**src/rtl/ppi_consts.vh**
```
`ifndef PPI_CONSTS_VH
`define PPI_CONSTS_VH
// Behaviour
// - Each pin stores an output data bit driven while used as general output.
// - Written data is stored always, reaches pin only as general output.
// - Direction 0: data location reads the synchronized pin level.
// - Direction 1: data location reads the stored output data bit.
// - Direction bit picks input or output, ignored under peripheral control.
// - Input location always reads the synchronized pin level.
// - Drive strength select matters only while the pin is an output.
// - Pull enable matters only while the pin is an input.
// - Port A eight pins general purpose, lower four also serial interface.
// - Port C bit 1 die interrupt input with pull-down, bit 0 clock output.
// - Port C bit 0 clock output may use reduced drive.
// - Die interrupt synchronized; stop mode bypass delivers it asynchronously for wake-up.
// - Port D carries die data both ways, pull-downs on input pins.
// - Port D die data outputs may use reduced drive.
// - Port E pins are general purpose or used by the oscillator.
// - Reduced drive bit 1 gives one fifth strength, 0 full strength.
// - Port E pull-downs on after reset, forced off by oscillator, bit kept.
// - Debug pin pull-up on after reset, matters only while input.

// ---------------------------------------------------------------
// Reset values
// ---------------------------------------------------------------
`define PPI_DATA_RST 8'h00
`define PPI_DIR_RST 8'h00
`define PPI_DBG_PU_RST 1'h1
`define PPI_PE_PD_RST 1'h1
`define PPI_RDRV_RST 1'h0

// ---------------------------------------------------------------
// Port widths and field positions
// ---------------------------------------------------------------
`define PPI_A_W 8
`define PPI_E_W 2
`define PPI_A_SPI_W 4
`define PPI_C_IRQ_BIT 1
`define PPI_C_CLK_BIT 0
`endif

```
**src/rtl/ppi_port_pins.v**
```verilog
`include "ppi_consts.vh"

module ppi_port_pins (
   input wire CLOCK_I,
   input wire RESET_N_I,
   // Port A general purpose and serial peripheral
   input wire PORTA_DATA_WE_I,
   input wire [7:0] PORTA_DATA_WDATA_I,
   input wire PORTA_DIR_WE_I,
   input wire [7:0] PORTA_DIR_WDATA_I,
   input wire [3:0] SPI_EN_I,
   input wire [3:0] SPI_OUT_I,
   input wire [3:0] SPI_OE_I,
   input wire [7:0] PA_PIN_I,
   output reg [7:0] PA_PIN_O,
   output reg [7:0] PA_PIN_OE_O,
   output reg [7:0] PORTA_DATA_RD_O,
   output reg [7:0] PORTA_INPUT_RD_O,
   output reg [3:0] SPI_IN_O,
   // Port E general purpose and oscillator
   input wire PORTE_DATA_WE_I,
   input wire [1:0] PORTE_DATA_WDATA_I,
   input wire PORTE_DIR_WE_I,
   input wire [1:0] PORTE_DIR_WDATA_I,
   input wire OSC_ACTIVE_I,
   input wire [1:0] PE_PIN_I,
   output reg [1:0] PE_PIN_O,
   output reg [1:0] PE_PIN_OE_O,
   output reg [1:0] PE_PULLDOWN_O,
   output reg [1:0] PORTE_DATA_RD_O,
   output reg [1:0] PORTE_INPUT_RD_O,
   // Pull and drive control
   input wire PULL_WE_I,
   input wire DEBUG_PIN_PULLUP_ENABLE_I,
   input wire PORTE_PULLDOWN_ENABLE_I,
   input wire DRIVE_WE_I,
   input wire PORTC_REDUCED_DRIVE_I,
   input wire PORTD_REDUCED_DRIVE_I,
   output reg DEBUG_PIN_PULLUP_ENABLE_O,
   output reg PORTE_PULLDOWN_ENABLE_O,
   output reg PORTC_REDUCED_DRIVE_O,
   output reg PORTD_REDUCED_DRIVE_O,
   // Background debug pin
   input wire DBG_OE_I,
   output reg DBG_PULLUP_O,
   // Die-to-die interface on ports C and D
   input wire D2D_CLK_I,
   input wire PC1_PIN_I,
   input wire STOP_MODE_I,
   output reg PC0_PIN_O,
   output reg PC0_REDUCED_O,
   output reg PC1_PULLDOWN_O,
   output reg D2D_IRQ_SYNC_O,
   output wire D2D_IRQ_WAKE_O,
   input wire [7:0] D2D_DATA_OUT_I,
   input wire D2D_DATA_OE_I,
   input wire [7:0] PD_PIN_I,
   output reg [7:0] PD_PIN_O,
   output reg [7:0] PD_PIN_OE_O,
   output reg [7:0] PD_PULLDOWN_O,
   output reg PD_REDUCED_O,
   output reg [7:0] D2D_DATA_IN_O
);

   reg [7:0] pa_data;
   reg [7:0] pa_dir;
   reg [1:0] pe_data;
   reg [1:0] pe_dir;
   reg [7:0] pa_meta;
   reg [7:0] pa_sync;
   reg [1:0] pe_meta;
   reg [1:0] pe_sync;
   reg [7:0] pd_meta;
   reg [7:0] pd_sync;
   reg irq_meta;
   reg irq_sync;
   wire [7:0] pa_own;
   wire [7:0] pa_out;
   wire [7:0] pa_oe;

   // ---------------------------------------------------------------
   // Stored configuration
   // ---------------------------------------------------------------
   // Data is stored even while the pin is an input, so software can
   // preload it before turning the output on and avoid a glitch
   always @(posedge CLOCK_I) begin
      if (!RESET_N_I) begin
         pa_data <= `PPI_DATA_RST;
         pa_dir <= `PPI_DIR_RST;
         pe_data <= 2'h0;
         pe_dir <= 2'h0;
         DEBUG_PIN_PULLUP_ENABLE_O <= `PPI_DBG_PU_RST;
         PORTE_PULLDOWN_ENABLE_O <= `PPI_PE_PD_RST;
         PORTC_REDUCED_DRIVE_O <= `PPI_RDRV_RST;
         PORTD_REDUCED_DRIVE_O <= `PPI_RDRV_RST;
      end else begin
         if (PORTA_DATA_WE_I) begin
            pa_data <= PORTA_DATA_WDATA_I;
         end
         if (PORTA_DIR_WE_I) begin
            pa_dir <= PORTA_DIR_WDATA_I;
         end
         if (PORTE_DATA_WE_I) begin
            pe_data <= PORTE_DATA_WDATA_I;
         end
         if (PORTE_DIR_WE_I) begin
            pe_dir <= PORTE_DIR_WDATA_I;
         end
         if (PULL_WE_I) begin
            DEBUG_PIN_PULLUP_ENABLE_O <= DEBUG_PIN_PULLUP_ENABLE_I;
            PORTE_PULLDOWN_ENABLE_O <= PORTE_PULLDOWN_ENABLE_I;
         end
         if (DRIVE_WE_I) begin
            PORTC_REDUCED_DRIVE_O <= PORTC_REDUCED_DRIVE_I;
            PORTD_REDUCED_DRIVE_O <= PORTD_REDUCED_DRIVE_I;
         end
      end
   end

   // ---------------------------------------------------------------
   // Input synchronisers
   // ---------------------------------------------------------------
   // Two stages on every pin; only the second stage feeds logic
   always @(posedge CLOCK_I) begin
      if (!RESET_N_I) begin
         pa_meta <= 8'h00;
         pa_sync <= 8'h00;
         pe_meta <= 2'h0;
         pe_sync <= 2'h0;
         pd_meta <= 8'h00;
         pd_sync <= 8'h00;
         irq_meta <= 1'b0;
         irq_sync <= 1'b0;
      end else begin
         pa_meta <= PA_PIN_I;
         pa_sync <= pa_meta;
         pe_meta <= PE_PIN_I;
         pe_sync <= pe_meta;
         pd_meta <= PD_PIN_I;
         pd_sync <= pd_meta;
         irq_meta <= PC1_PIN_I;
         irq_sync <= irq_meta;
      end
   end

   // ---------------------------------------------------------------
   // Port A pin mux
   // ---------------------------------------------------------------
   // Serial interface owns only the low four pins
   genvar g;
   generate
      for (g = 0; g < `PPI_A_W; g = g + 1) begin : g_pa
         if (g < `PPI_A_SPI_W) begin : g_spi
            assign pa_own[g] = SPI_EN_I[g];
            assign pa_out[g] = SPI_EN_I[g] ? SPI_OUT_I[g] : pa_data[g];
            assign pa_oe[g] = SPI_EN_I[g] ? SPI_OE_I[g] : pa_dir[g];
         end else begin : g_gpio
            assign pa_own[g] = 1'b0;
            assign pa_out[g] = pa_data[g];
            assign pa_oe[g] = pa_dir[g];
         end
      end
   endgenerate

   // ---------------------------------------------------------------
   // Registered pin drive and readback
   // ---------------------------------------------------------------
   // Registered outputs add one cycle of latency to every pin path except D2D_IRQ_WAKE_O
   always @(posedge CLOCK_I) begin
      if (!RESET_N_I) begin
         PA_PIN_O <= 8'h00;
         PA_PIN_OE_O <= 8'h00;
         PORTA_DATA_RD_O <= 8'h00;
         PORTA_INPUT_RD_O <= 8'h00;
         SPI_IN_O <= 4'h0;
         PE_PIN_O <= 2'h0;
         PE_PIN_OE_O <= 2'h0;
         PE_PULLDOWN_O <= 2'h0;
         PORTE_DATA_RD_O <= 2'h0;
         PORTE_INPUT_RD_O <= 2'h0;
         DBG_PULLUP_O <= 1'b0;
         PC0_PIN_O <= 1'b0;
         PC0_REDUCED_O <= 1'b0;
         PC1_PULLDOWN_O <= 1'b0;
         D2D_IRQ_SYNC_O <= 1'b0;
         PD_PIN_O <= 8'h00;
         PD_PIN_OE_O <= 8'h00;
         PD_PULLDOWN_O <= 8'h00;
         PD_REDUCED_O <= 1'b0;
         D2D_DATA_IN_O <= 8'h00;
      end else begin
         PA_PIN_O <= pa_out;
         PA_PIN_OE_O <= pa_oe;
         PORTA_DATA_RD_O <= (pa_dir & pa_data) | (~pa_dir & pa_sync);
         PORTA_INPUT_RD_O <= pa_sync;
         SPI_IN_O <= pa_sync[3:0] & pa_own[3:0];
         // Oscillator takes both pins and masks the drive, the output enables and the pull-downs
         PE_PIN_O <= OSC_ACTIVE_I ? 2'h0 : pe_data;
         PE_PIN_OE_O <= OSC_ACTIVE_I ? 2'h0 : pe_dir;
         PE_PULLDOWN_O <= (OSC_ACTIVE_I || !PORTE_PULLDOWN_ENABLE_O) ? 2'h0 : ~pe_dir;
         PORTE_DATA_RD_O <= (pe_dir & pe_data) | (~pe_dir & pe_sync);
         PORTE_INPUT_RD_O <= pe_sync;
         DBG_PULLUP_O <= DEBUG_PIN_PULLUP_ENABLE_O & ~DBG_OE_I;
         PC0_PIN_O <= D2D_CLK_I;
         PC0_REDUCED_O <= PORTC_REDUCED_DRIVE_O;
         PC1_PULLDOWN_O <= 1'b1;
         D2D_IRQ_SYNC_O <= irq_sync;
         PD_PIN_O <= D2D_DATA_OUT_I;
         PD_PIN_OE_O <= {8{D2D_DATA_OE_I}};
         PD_PULLDOWN_O <= {8{~D2D_DATA_OE_I}};
         PD_REDUCED_O <= PORTD_REDUCED_DRIVE_O & D2D_DATA_OE_I;
         D2D_DATA_IN_O <= pd_sync;
      end
   end

   // ---------------------------------------------------------------
   // Stop mode wake path
   // ---------------------------------------------------------------
   // Clock is stopped in stop mode, so the raw pin must be passed through
   // Only this output is combinational: a flop would need the stopped clock
   assign D2D_IRQ_WAKE_O = STOP_MODE_I ? PC1_PIN_I : irq_sync;

endmodule

```
**config.mk**
```make
export PLATFORM = sky130hd
export DESIGN_NAME = ppi_port_pins
export DESIGN_NICKNAME = d
export VERILOG_FILES = /design/src/rtl/ppi_port_pins.v
export VERILOG_INCLUDE_DIRS = /design/src /design/src/rtl
export SDC_FILE = /design/constraint.sdc
export NUM_CORES = 1
export LEC_CHECK = 0
export BUFFER_PORTS_ARGS = -buffer_cell sky130_fd_sc_hd__buf_2
export CELL_PAD_IN_SITES_DETAIL_PLACEMENT = 0
export CELL_PAD_IN_SITES_GLOBAL_PLACEMENT = 1
export CORE_UTILIZATION = 33
export DETAILED_ROUTE_END_ITERATION = 6
export PLACE_DENSITY = 0.75
export SETUP_SLACK_MARGIN = 0.2
export SLEW_MARGIN = 20
export SYNTH_ARGS = -nofsm -noshare
export SYNTH_HDL_FRONTEND = slang
export SYNTH_SLANG_ARGS = --single-unit
```
**constraint.sdc**
```tcl
create_clock -name CLOCK_I -period 0.8 [get_ports CLOCK_I]
set_input_delay 0.08 -clock CLOCK_I [delete_from_list [all_inputs] [get_ports CLOCK_I]]
set_output_delay 0.08 -clock CLOCK_I [all_outputs]
set_load 0.05 [all_outputs]
```
* Word level (Yosys, flattened, before mapping)
Index checks and enable logic that the tools add are counted.
Cells by class: bitwise gates (word level) 14, reductions and logical operators 4, multiplexer cells 10
Operator list (number):
- bitwise AND 8 bit | 2
- two-way mux 1 bit | 10
- inverter 8 bit | 1
- OR 8 bit | 1
- bitwise AND 2 bit | 2
- bitwise AND 4 bit | 1
- OR reduction 2 bit | 2
- inverter 1 bit | 3
- bitwise AND 1 bit | 2
- inverter 2 bit | 1
- OR 2 bit | 1
- logical NOT 1 bit | 1
- logical OR 1 bit | 1
Word-level totals: word-level logic and storage cells 64, input port bits 76, bits in registers 132, output and inout port bits 89

* Logic depth before layout (Yosys ltp)
Gate-level depths: netlist of the first run.
depth after elaboration 3, gate-level depth with buffers 4, gate-level depth less buffers 2

* Least setup slack after synthesis of the first run
No wires, ideal clock.
path type reg2out, from register PD_PIN_OE_O[0] (netlist name), to output port PD_PIN_OE_O[1], cell stages (with the launch flop) 2, buffers on the path 1, slack -0.293 ns, data arrival time 1.013 ns, required time 0.720 ns, cell sequence dfxtp_1 buf_4
RTL lines:
- end, declared | line ppi_port_pins.v:59 | output reg [7:0] PD_PIN_OE_O,
No word-level cell between the ends.

* Worst setup path in the final report of the first run
from register irq_sync, to output port D2D_IRQ_WAKE_O
Between the ends: longest elaborated chain between the ends 1
Ends and longest elaborated chain:
- start, declared | line ppi_port_pins.v:76 | reg irq_sync;
- start signal, assigned | line ppi_port_pins.v:142 | irq_sync <= irq_meta;
- two-way mux 1 bit | line ppi_port_pins.v:221 | assign D2D_IRQ_WAKE_O = STOP_MODE_I ? PC1_PIN_I : irq_sync;
- end, declared | line ppi_port_pins.v:54 | output wire D2D_IRQ_WAKE_O,
Every way passes these cells.

==> summary.txt, run 1 <==
Setup path
  – Worst Path Required: 720 ps
  – CP delay by family, top: flip-flops
  – Crit Path Max Fanout: 2
  – Slowest-stage cell, CP: dfxtp_1
  – Startpoint types: register
  – Crit. End Element: output pin
  – CP Cell Sequence: mux2_4, buf_6
  – Crit path kind: register to output pin
  – Largest stage delay on the critical path: 310 ps
  – Buf/Inv on CP: 1
  – Crit path arrival time: 1130 ps

Yosys
  – Post-synthesis sequential area ratio: 0.629
  – Syn Nets: 414
  – Post-synthesis cell type count: 18
  – Post-Syn Instances: 338
  – Post-Syn Area: 4200 µm²
  – Synth warnings: 0
  – Post-synthesis register bit count: 132
  – Mean Syn Cell Area: 12.4 µm²

CTS
  – Clock Path Buffers: 2
  – Clk_lat worst skew: 410 ps
  – CTS tree: done
  – Clk slew on worst S/H paths: 50 ps
  – H-tree Lvls: 4
  – Sink Count: 132
  – Clock tree root driver cell: clkbuf_16
  – CTS Buf Count: 17

Global routing
  – First-pass GRT wire length: 15000 µm
  – Grt total ovfl: 0
  – Largest net degree at the start of global routing: 58
  – Number of global-route vias before repair: 3111
  – Tot GR Track Use: 0.153
  – Initial antenna violation count: 1

Die
  – Io pins: 165
  – Rows: 40
  – Die width: 115 µm
  – Die height: 115 µm
  – Core area: 12200 µm²
  – Initial Util: 0.344
  – Die area: 13200 µm²

Worst hold path
  – Hold Crit Class: input pin to register

STA
  – RSZ-0062 raised after global routing: yes
  – Final setup vio count: 96
  – Fin Clk Skew: 5.20 ps
  – Slew @ Worst Pin: 291 ps
  – Final period utilization: 1.52
  – Setup WS post-layout: -412 ps
  – Setup TNS: -17560 ps
  – F_max: 825 MHz
  – Fin Hold WS: -64.8 ps
  – Worst slew margin: 0.806
  – Final Hold Fails: 22
  – Pins Over Slew Limit: 0
  – Final critical-path required period: 1210 ps

Detailed routing
  – Vias per std cell: 4.08
  – DRT antenna net count: 0
  – Number of remaining DRC errors: 0
  – Iter 0 DRT Violations: 92
  – Total wire length: 9990 µm
  – First drt pass iteration count: 2
  – Wire per inst: 13.5 µm
  – Vias: 3024

Outcome
  – Failing checks: hold timing, setup timing
  – Status: complete, but fails checks

Place
  – Placer Congestion: 0.687
  – Post-DP HPWL: 5800 µm
  – Port bufs: 164
  – Setup slack at placement: -35.5 ps
  – Placed Area: 5220 µm²

Finish
  – Nets: 637
  – Util after Layout: 0.606
  – Synthesis-to-layout area growth: 75.9%
  – Most common cell after layout, fill and taps aside: dfxtp_2
  – Layout cell share with drive strength beyond 1: 0.593
  – Design Area, Final: 7390 µm²
  – Most frequent cells in the layout: dfxtp_2, buf_2, buf_8

Pwr
  – Total power: 16.8 mW
  – Leak: 3.32 nW
  – Pwr/cell area: 2270 nW/µm²
  – Peak VDD IR: 1.52 mV

Flow run
  – Maxcap violations: 0
path summary, 6_finish.rpt:
kind	slack, ps	cells after the start	to	start
hold / removal	-60	3	pa_data[4]	PORTA_DATA_WDATA_I[4]
setup reg to reg	-90	4	PORTC_REDUCED_DRIVE_O	PORTC_REDUCED_DRIVE_O
hold reg to reg	430	1	D2D_DATA_IN_O[4]	pd_sync[4]
setup / recovery	-410	2	D2D_IRQ_WAKE_O	irq_sync
kinds of logic after synthesis:
| family | Yosys count | synth area share |
|---|---|---|
| flip-flops | 132 | 0.629 |
| multiplexers | 43 | 0.103 |
| AND/OR/NAND/NOR | 133 | 0.213 |
| buffers and inverters | 30 | 0.0551 |
cell type report:
cell class	count	area [µm²]
diodes	1	2.50
clock buffers	23	509
clock inverters	8	71.3
fillers	959	4820
multi-input cells	176	1360
flip-flops and latches	132	2790
well taps	168	210
repair buffers	234	2460
synth_stat cells:
cell      instances  area, µm²
and3_1            5       31.3
buf_2             4       20.0
buf_8             1       15.0
buf_6             5       56.3
clkbuf_2          4       20.0
nor2b_1          39        244
buf_4            16        120
nand3b_1          1       7.51
nor2_1            2       7.51
and2_4           22        193
nand2_1           2       7.51
dfxtp_1         132       2640
nor2b_4           2       27.5
mux2i_1          42        420
and3b_1           1       8.76
mux2_2            1       11.3
and2b_1           1       7.51
and2_1           58        363
flip-flops by register name, indices dropped and copies added (netlist names), 4 cells and up:
name,count
pa_data,8
PD_PIN_O,8
PORTA_DATA_RD_O,8
pa_dir,8
PA_PIN_OE_O,8
PA_PIN_O,8
pd_meta,8
SPI_IN_O,4
pa_sync,8
PORTA_INPUT_RD_O,8
D2D_DATA_IN_O,8
pa_meta,8
pd_sync,8
where the power goes:
group	internal, mW	leakage (nW)	switching, mW
Clock	4.75	0.286	2.66
Combinational	1.17	1.90	1.10
Sequential	6.91	1.13	0.206
worst register-to-register path: cells and delay by family, from the launching register on:
family / cells / cell delay (ps)
and+or+nand+nor: 1 / 70
buffers and inverters: 2 / 220
DFF: 1 / 350
muxes: 1 / 150
routing by layer:
| metal | track usage | wire [µm] | vias to the layer above |
|---|---|---|---|
| met2 | 0.263 | 5060 | 127 |
| met4 | 0.0753 | 145 | 0 |
| met5 | 0 | 0 | - |
| met1 | 0.157 | 3870 | 1380 |
| li1 | - | - | 1505 |
| met3 | 0.0696 | 912 | 12 |
stage by stage:
step	instances	hold WS (ps)
6_report	742	-64.8
5_1_grt	742	-55.8
4_1_cts	735	-88.7
3_5_place_dp	646	285
3_3_place_gp	646	284
2_1_floorplan	338	108
timing repair:
| item | CTS | global route |
|---|---|---|
| gates resized for setup | 242 | 50 |
| hold buffers | 50 | 2 |
| buffers inserted | 8 | 4 |
| pin swaps | 2 | 4 |
| endpoints found under the setup margin | 135 | 142 |
| hold endpoints to repair | 71 | 23 |
Power figures use the tool's default switching activity.
==> run 2, diff against run 1 <==
- ABC_AREA: unset -> 1
- CORE_UTILIZATION: 33 -> 31
- PLACE_DENSITY: 0.75 -> 0.76
- TNS_END_PERCENT: unset -> 100
==> summary.txt, run 2 <==
Finish
  – Util after Layout: 0.585
  – Most common cell after layout, fill and taps aside: nand2_1
  – Synthesis-to-layout area growth: 81.9%
  – Layout cell share with drive strength beyond 1: 0.484
  – Fin cells: 970
  – Nets: 857
  – Filler cells: 1127
  – Ant diodes: 0
  – Most frequent cells in the layout: nand2_1, inv_1, dfxtp_2
  – Design Area, Final: 7880 µm²

Die
  – Io pins: 165
  – Core area: 13500 µm²
  – Rows: 42
  – Die height: 120 µm
  – Die width: 120 µm
  – Initial Util: 0.322
  – Die area: 14400 µm²

Setup path
  – Startpoint types: register
  – Critical R2R Launch: PORTE_PULLDOWN_ENABLE_O
  – Worst reg2reg setup slack: 110 ps
  – Crit. End Element: output pin
  – Reg-to-reg critical path endpoint: PE_PULLDOWN_O[0]
  – Crit Path Max Fanout: 8
  – Crit path arrival time: 1090 ps
  – Crit path kind: register to output pin
  – Worst reg2reg path depth: 3
  – Worst Path Required: 720 ps

Yosys
  – Synth warnings: 0
  – Syn Nets: 626
  – Post-synth EDFFs: 0
  – Post-Syn Instances: 550
  – Ys async rst share: 0
  – Post-synthesis sequential area ratio: 0.610
  – Largest area contributor in the netlist: dfxtp_1
  – Top-count cell post-synth: nand2_1
  – Mean Syn Cell Area: 7.87 µm²
  – Synth top area share: 0.610
  – Post-synthesis register bit count: 132
  – Synth top cells by count: nand2_1, dfxtp_1, inv_1
  – Main flop type after synthesis: dfxtp_1
  – Top cells by area, synth: dfxtp_1, nand2_1, inv_1, nor2_1, buf_4
  – Post-Syn Area: 4330 µm²
  – Post-synthesis cell type count: 10

STA
  – RSZ-0062 raised after global routing: yes
  – Final critical-path required period: 1170 ps
  – Final Hold Fails: 19
  – Setup TNS: -17480 ps
  – Fin Hold WS: -52.3 ps
  – Fin Clk Skew: 5.60 ps
  – Final setup vio count: 89
  – Worst slew margin: 0.734
  – Setup WS post-layout: -366 ps
  – Final period utilization: 1.46
  – F_max: 858 MHz
  – Slew @ Worst Pin: 399 ps
  – Pins Over Slew Limit: 0

Pwr
  – Total power: 18.2 mW
  – Pwr/cell area: 2310 nW/µm²
  – Switching share of power: 0.246
  – Clock Power Share: 0.461
  – Internal power: 13.7 mW
  – Peak VDD IR: 1.45 mV
  – Gate power share: 0.144
  – Net switching power: 4.48 mW
  – Leak: 4.42 nW
  – Sequential power share: 0.394

CTS
  – CTS Buf Count: 17
  – Clock Path Buffers: 2
  – Sink Count: 132
  – CTS tree: done
  – Clk_lat worst skew: 420 ps
  – Clock tree root driver cell: clkbuf_16
  – Clk slew on worst S/H paths: 60 ps
  – H-tree Lvls: 4

Global routing
  – Initial antenna violation count: 0
  – First-pass GRT wire length: 16400 µm
  – Grt total ovfl: 0
  – Number of global-route vias before repair: 3686
  – Largest net degree at the start of global routing: 44
  – Tot GR Track Use: 0.150

Detailed routing
  – Vias per std cell: 3.86
  – Max layer used: met4
  – Iter 0 DRT Violations: 102
  – DRT antenna net count: 0
  – First drt pass iteration count: 4
  – Met2 WL: 5480 µm
  – Met1 WL: 4110 µm
  – Met3 wire length: 538 µm
  – Wire per inst: 10.8 µm
  – Total wire length: 10500 µm
  – Number of remaining DRC errors: 0
  – Vias: 3742

Outcome
  – Status: complete, but fails checks
  – Failing checks: hold timing, setup timing

Flow run
  – Maxcap violations: 0

Place
  – Placer Congestion: 0.746
  – Setup slack at placement: -17.9 ps
  – Cells after DPL: 864
  – Placed Area: 5350 µm²
  – Port bufs: 164
  – Post-DP HPWL: 6080 µm

Worst hold path
  – Hold path startpoint: OSC_ACTIVE_I
  – Hold Path Depth: 4
  – Hold Crit Class: input pin to register
  – Worst Hold End: PE_PULLDOWN_O[1]
==> run 2: cell count changes in the layout (fill, tap and decap cells not counted), moves of 19 or more <==
| cell | delta |
|---|---|
| nand2_1 | +143 |
| inv_1 | +108 |
| nor2_1 | +59 |
| and2_1 | -57 |
| mux2i_1 | -39 |
| nor2b_1 | -39 |
| and2_4 | -23 |
| inv_2 | +23 |
| dlymetal6s4s_1 | +22 |
| nand2_2 | +21 |
| nor2_2 | +19 |
==> run 2: timing repair <==
| action | 4_1_cts | 5_1_grt |
|---|---|---|
| resized for setup | 228 | 169 |
| pin swaps | 8 | 35 |
| endpoints found under the hold margin | 77 | 16 |
| setup buffers | 8 | 4 |
| hold buffers | 62 | 1 |
| setup endpoints to repair | 107 | 142 |
==> run 2: worst max path at each step <==
stage	from	to	slack [ps]	cells past startpoint
floorplan	irq_sync	D2D_IRQ_WAKE_O	50	2
global placement	irq_sync	D2D_IRQ_WAKE_O	-20	3
detailed placement	irq_sync	D2D_IRQ_WAKE_O	-20	3
CTS	irq_sync	D2D_IRQ_WAKE_O	-370	3
global route	PD_PIN_OE_O[0]	PD_PIN_OE_O[4]	-410	2
finish	PD_PULLDOWN_O[0]	PD_PULLDOWN_O[0]	-370	2
==> run 2: cell type report <==
cell class	instances	area [µm²]	area share
multi-input combinational	256	1140	0.145
timing repair buffer	243	2570	0.326
tap	176	220	0.0280
sequential	132	2800	0.355
clock buffer	21	482	0.0612
inverter	131	492	0.0624
clock inverter	11	171	0.0218
==> run 2: power by group through the flow <==
| stage | combinational (mW) | clock (mW) | sequential, mW |
|---|---|---|---|
| floorplan | 0.761 | 0 | 7.83 |
| global placement | 1.77 | 0 | 7.21 |
| detailed placement | 1.79 | 0 | 7.22 |
| CTS | 2.38 | 8.61 | 7.15 |
| global route | 2.83 | 8.90 | 7.22 |
| finish | 2.63 | 8.40 | 7.19 |
==> run 2: critical path, cell delays in order (launching register included) <==
cell and delay [ps]:
dfxtp_4 420, buf_6 120, buf_8 130
==> run 2: cell families after synthesis <==
logic type	count (synthesis)	share of synthesized area
simple gates	255	0.222
flops	132	0.610
compound gates	1	0.00115
buf+inv	162	0.167
==> run 2: per-layer routing <==
metal,up-vias,GRT usage
li1,1970,-
met2,109,0.258
met1,1636,0.155
met3,27,0.0533
met5,-,0
met4,0,0.0898
==> run 3, diff against run 2 <==
- CELL_PAD_IN_SITES_DETAIL_PLACEMENT: 0 -> 1
- CELL_PAD_IN_SITES_GLOBAL_PLACEMENT: 1 -> 2
- CORE_UTILIZATION: 31 -> 24
==> summary.txt, run 3 (synthesis gave the netlist of run 2 again) <==
Flow run
  – Maxcap violations: 0

Setup path
  – Worst reg2reg setup slack: 80 ps
  – Slowest-stage cell, CP: dfxtp_4
  – Startpoint types: register
  – Worst Setup EP: PD_PIN_OE_O[4]
  – Crit. Startpoint: PD_PIN_OE_O[0]
  – CP Cell Sequence: buf_4, buf_8
  – Critical R2R Launch: PORTE_PULLDOWN_ENABLE_O
  – Worst Path Required: 720 ps
  – Crit path arrival time: 1100 ps
  – Largest stage delay on the critical path: 410 ps
  – Crit. End Element: output pin
  – Crit Path Max Fanout: 8
  – Worst reg2reg path depth: 3
  – Crit path kind: register to output pin
  – Reg-to-reg critical path endpoint: PE_PULLDOWN_O[0]

Finish
  – Most frequent cells in the layout: nand2_1, inv_1, dfxtp_2
  – Layout cell share with drive strength beyond 1: 0.494
  – Filler cells: 1976
  – Ant diodes: 0
  – Design Area, Final: 7920 µm²
  – Nets: 855
  – Most common cell after layout, fill and taps aside: nand2_1
  – Fin cells: 1017
  – Synthesis-to-layout area growth: 83.0%

STA
  – Final critical-path required period: 1180 ps
  – Final period utilization: 1.48
  – Worst slew margin: 0.734
  – Pins Over Slew Limit: 0
  – Fin Hold WS: -54.8 ps
  – Final Hold Fails: 17
  – Slew @ Worst Pin: 400 ps
  – Fin Clk Skew: 6.38 ps
  – RSZ-0062 raised after global routing: yes
  – Final setup vio count: 89
  – Setup WS post-layout: -384 ps
  – F_max: 845 MHz

Global routing
  – First-pass GRT wire length: 19300 µm
  – Number of global-route vias before repair: 4021
  – Grt total ovfl: 0
  – Initial antenna violation count: 0
  – Largest net degree at the start of global routing: 49
  – Tot GR Track Use: 0.138

Die
  – Io pins: 165
  – Core area: 17500 µm²
  – Die area: 18600 µm²
  – Rows: 48
  – Initial Util: 0.248
  – Die width: 136 µm
  – Die height: 136 µm

Detailed routing
  – Vias: 3867
  – Max layer used: met4
  – Total wire length: 12400 µm
  – Met3 wire length: 424 µm
  – Vias per std cell: 3.80
  – Iter 0 DRT Violations: 103
  – Wire per inst: 12.1 µm
  – Number of remaining DRC errors: 0
  – Met1 WL: 4750 µm
  – Met2 WL: 6960 µm
  – First drt pass iteration count: 4
  – DRT antenna net count: 0

CTS
  – Clk_lat worst skew: 420 ps
  – Hold Buf Count CTS: 59
  – Clock Path Buffers: 2
  – H-tree Lvls: 4
  – Sink Count: 132
  – Clk slew on worst S/H paths: 60 ps
  – Clock tree root driver cell: clkbuf_16
  – CTS Buf Count: 17
  – CTS tree: done

Pwr
  – Pwr/cell area: 2230 nW/µm²
  – Leak: 4.38 nW
  – Peak VDD IR: 1.41 mV

Place
  – Port bufs: 164
  – Post-DP HPWL: 7400 µm
  – Cells after DPL: 912
  – Placer Congestion: 0.769
  – Placed Area: 5420 µm²

Outcome
  – Failing checks: hold timing, setup timing
  – Status: complete, but fails checks

Worst hold path
  – Hold path startpoint: PORTE_DATA_WE_I
  – Hold Crit Class: input pin to register
==> run 3: changes by cell type in the layout (fill, tap and decap cells not counted), moves of 4 or more <==
cell	previous run	this run
nor2_1	61	52
dlymetal6s4s_1	25	21
buf_8	68	72
nor2_2	19	26
inv_6	1	5
buf_12	5	10
dfxtp_2	86	82
buf_6	33	22
==> run 3: how the worst min path moves through the flow <==
stage                       endpoint  cells after the start
finish                    pe_data[1]                      3
global route              pe_data[1]                      3
CTS                 PE_PULLDOWN_O[0]                      4
detailed placement      DBG_PULLUP_O                      2
global placement        DBG_PULLUP_O                      2
floorplan             PC1_PULLDOWN_O                      0
==> run 3: timing repair <==
action | in CTS | in global routing
buffers inserted | 10 | 5
cloned | 0 | 0
endpoints found under the hold margin | 74 | 12
pin swaps | 10 | 37
endpoints found under the setup margin | 107 | 140
resized for setup | 270 | 132
==> run 3: critical path, delay by kind of cell (launching register included) <==
kind	cells	cell delay (ps)
DFF	1	410
buffers and inverters	2	280
==> run 3: power breakdown <==
group          internal, mW  switching [mW]  total (mW)
clock                  4.72            3.05        7.77
sequential             6.94           0.251        7.19
combinational          1.24            1.47        2.71
==> run 3: area by class of cell <==
| type | count | area (µm²) | area share |
|---|---|---|---|
| multi-input cells | 256 | 1180 | 0.149 |
| clock inverters | 13 | 145 | 0.0183 |
| well taps | 225 | 282 | 0.0355 |
| inverters | 131 | 492 | 0.0621 |
| repair buffers | 241 | 2580 | 0.325 |
| flip-flops and latches | 132 | 2800 | 0.354 |
| clock buffers | 19 | 443 | 0.0559 |
==> run 3: stage by stage <==
step	power [mW]	setup TNS [ps]	setup WS, ps	utilization
after global placement	9.01	-23.6	-23.6	0.310
after CTS	17.7	-19610	-407	0.430
after global routing	18.4	-21260	-420	0.453
final	17.7	-18340	-384	0.453
after detailed placement	9.05	-60.7	-55.6	0.310
after floorplan	8.59	0	46.2	-
==> run 3: routing by layer <==
metal,track usage,up-vias
li1,-,1981
met1,0.143,1793
met2,0.258,80
met3,0.0328,13
met4,0.0667,0
met5,0,-
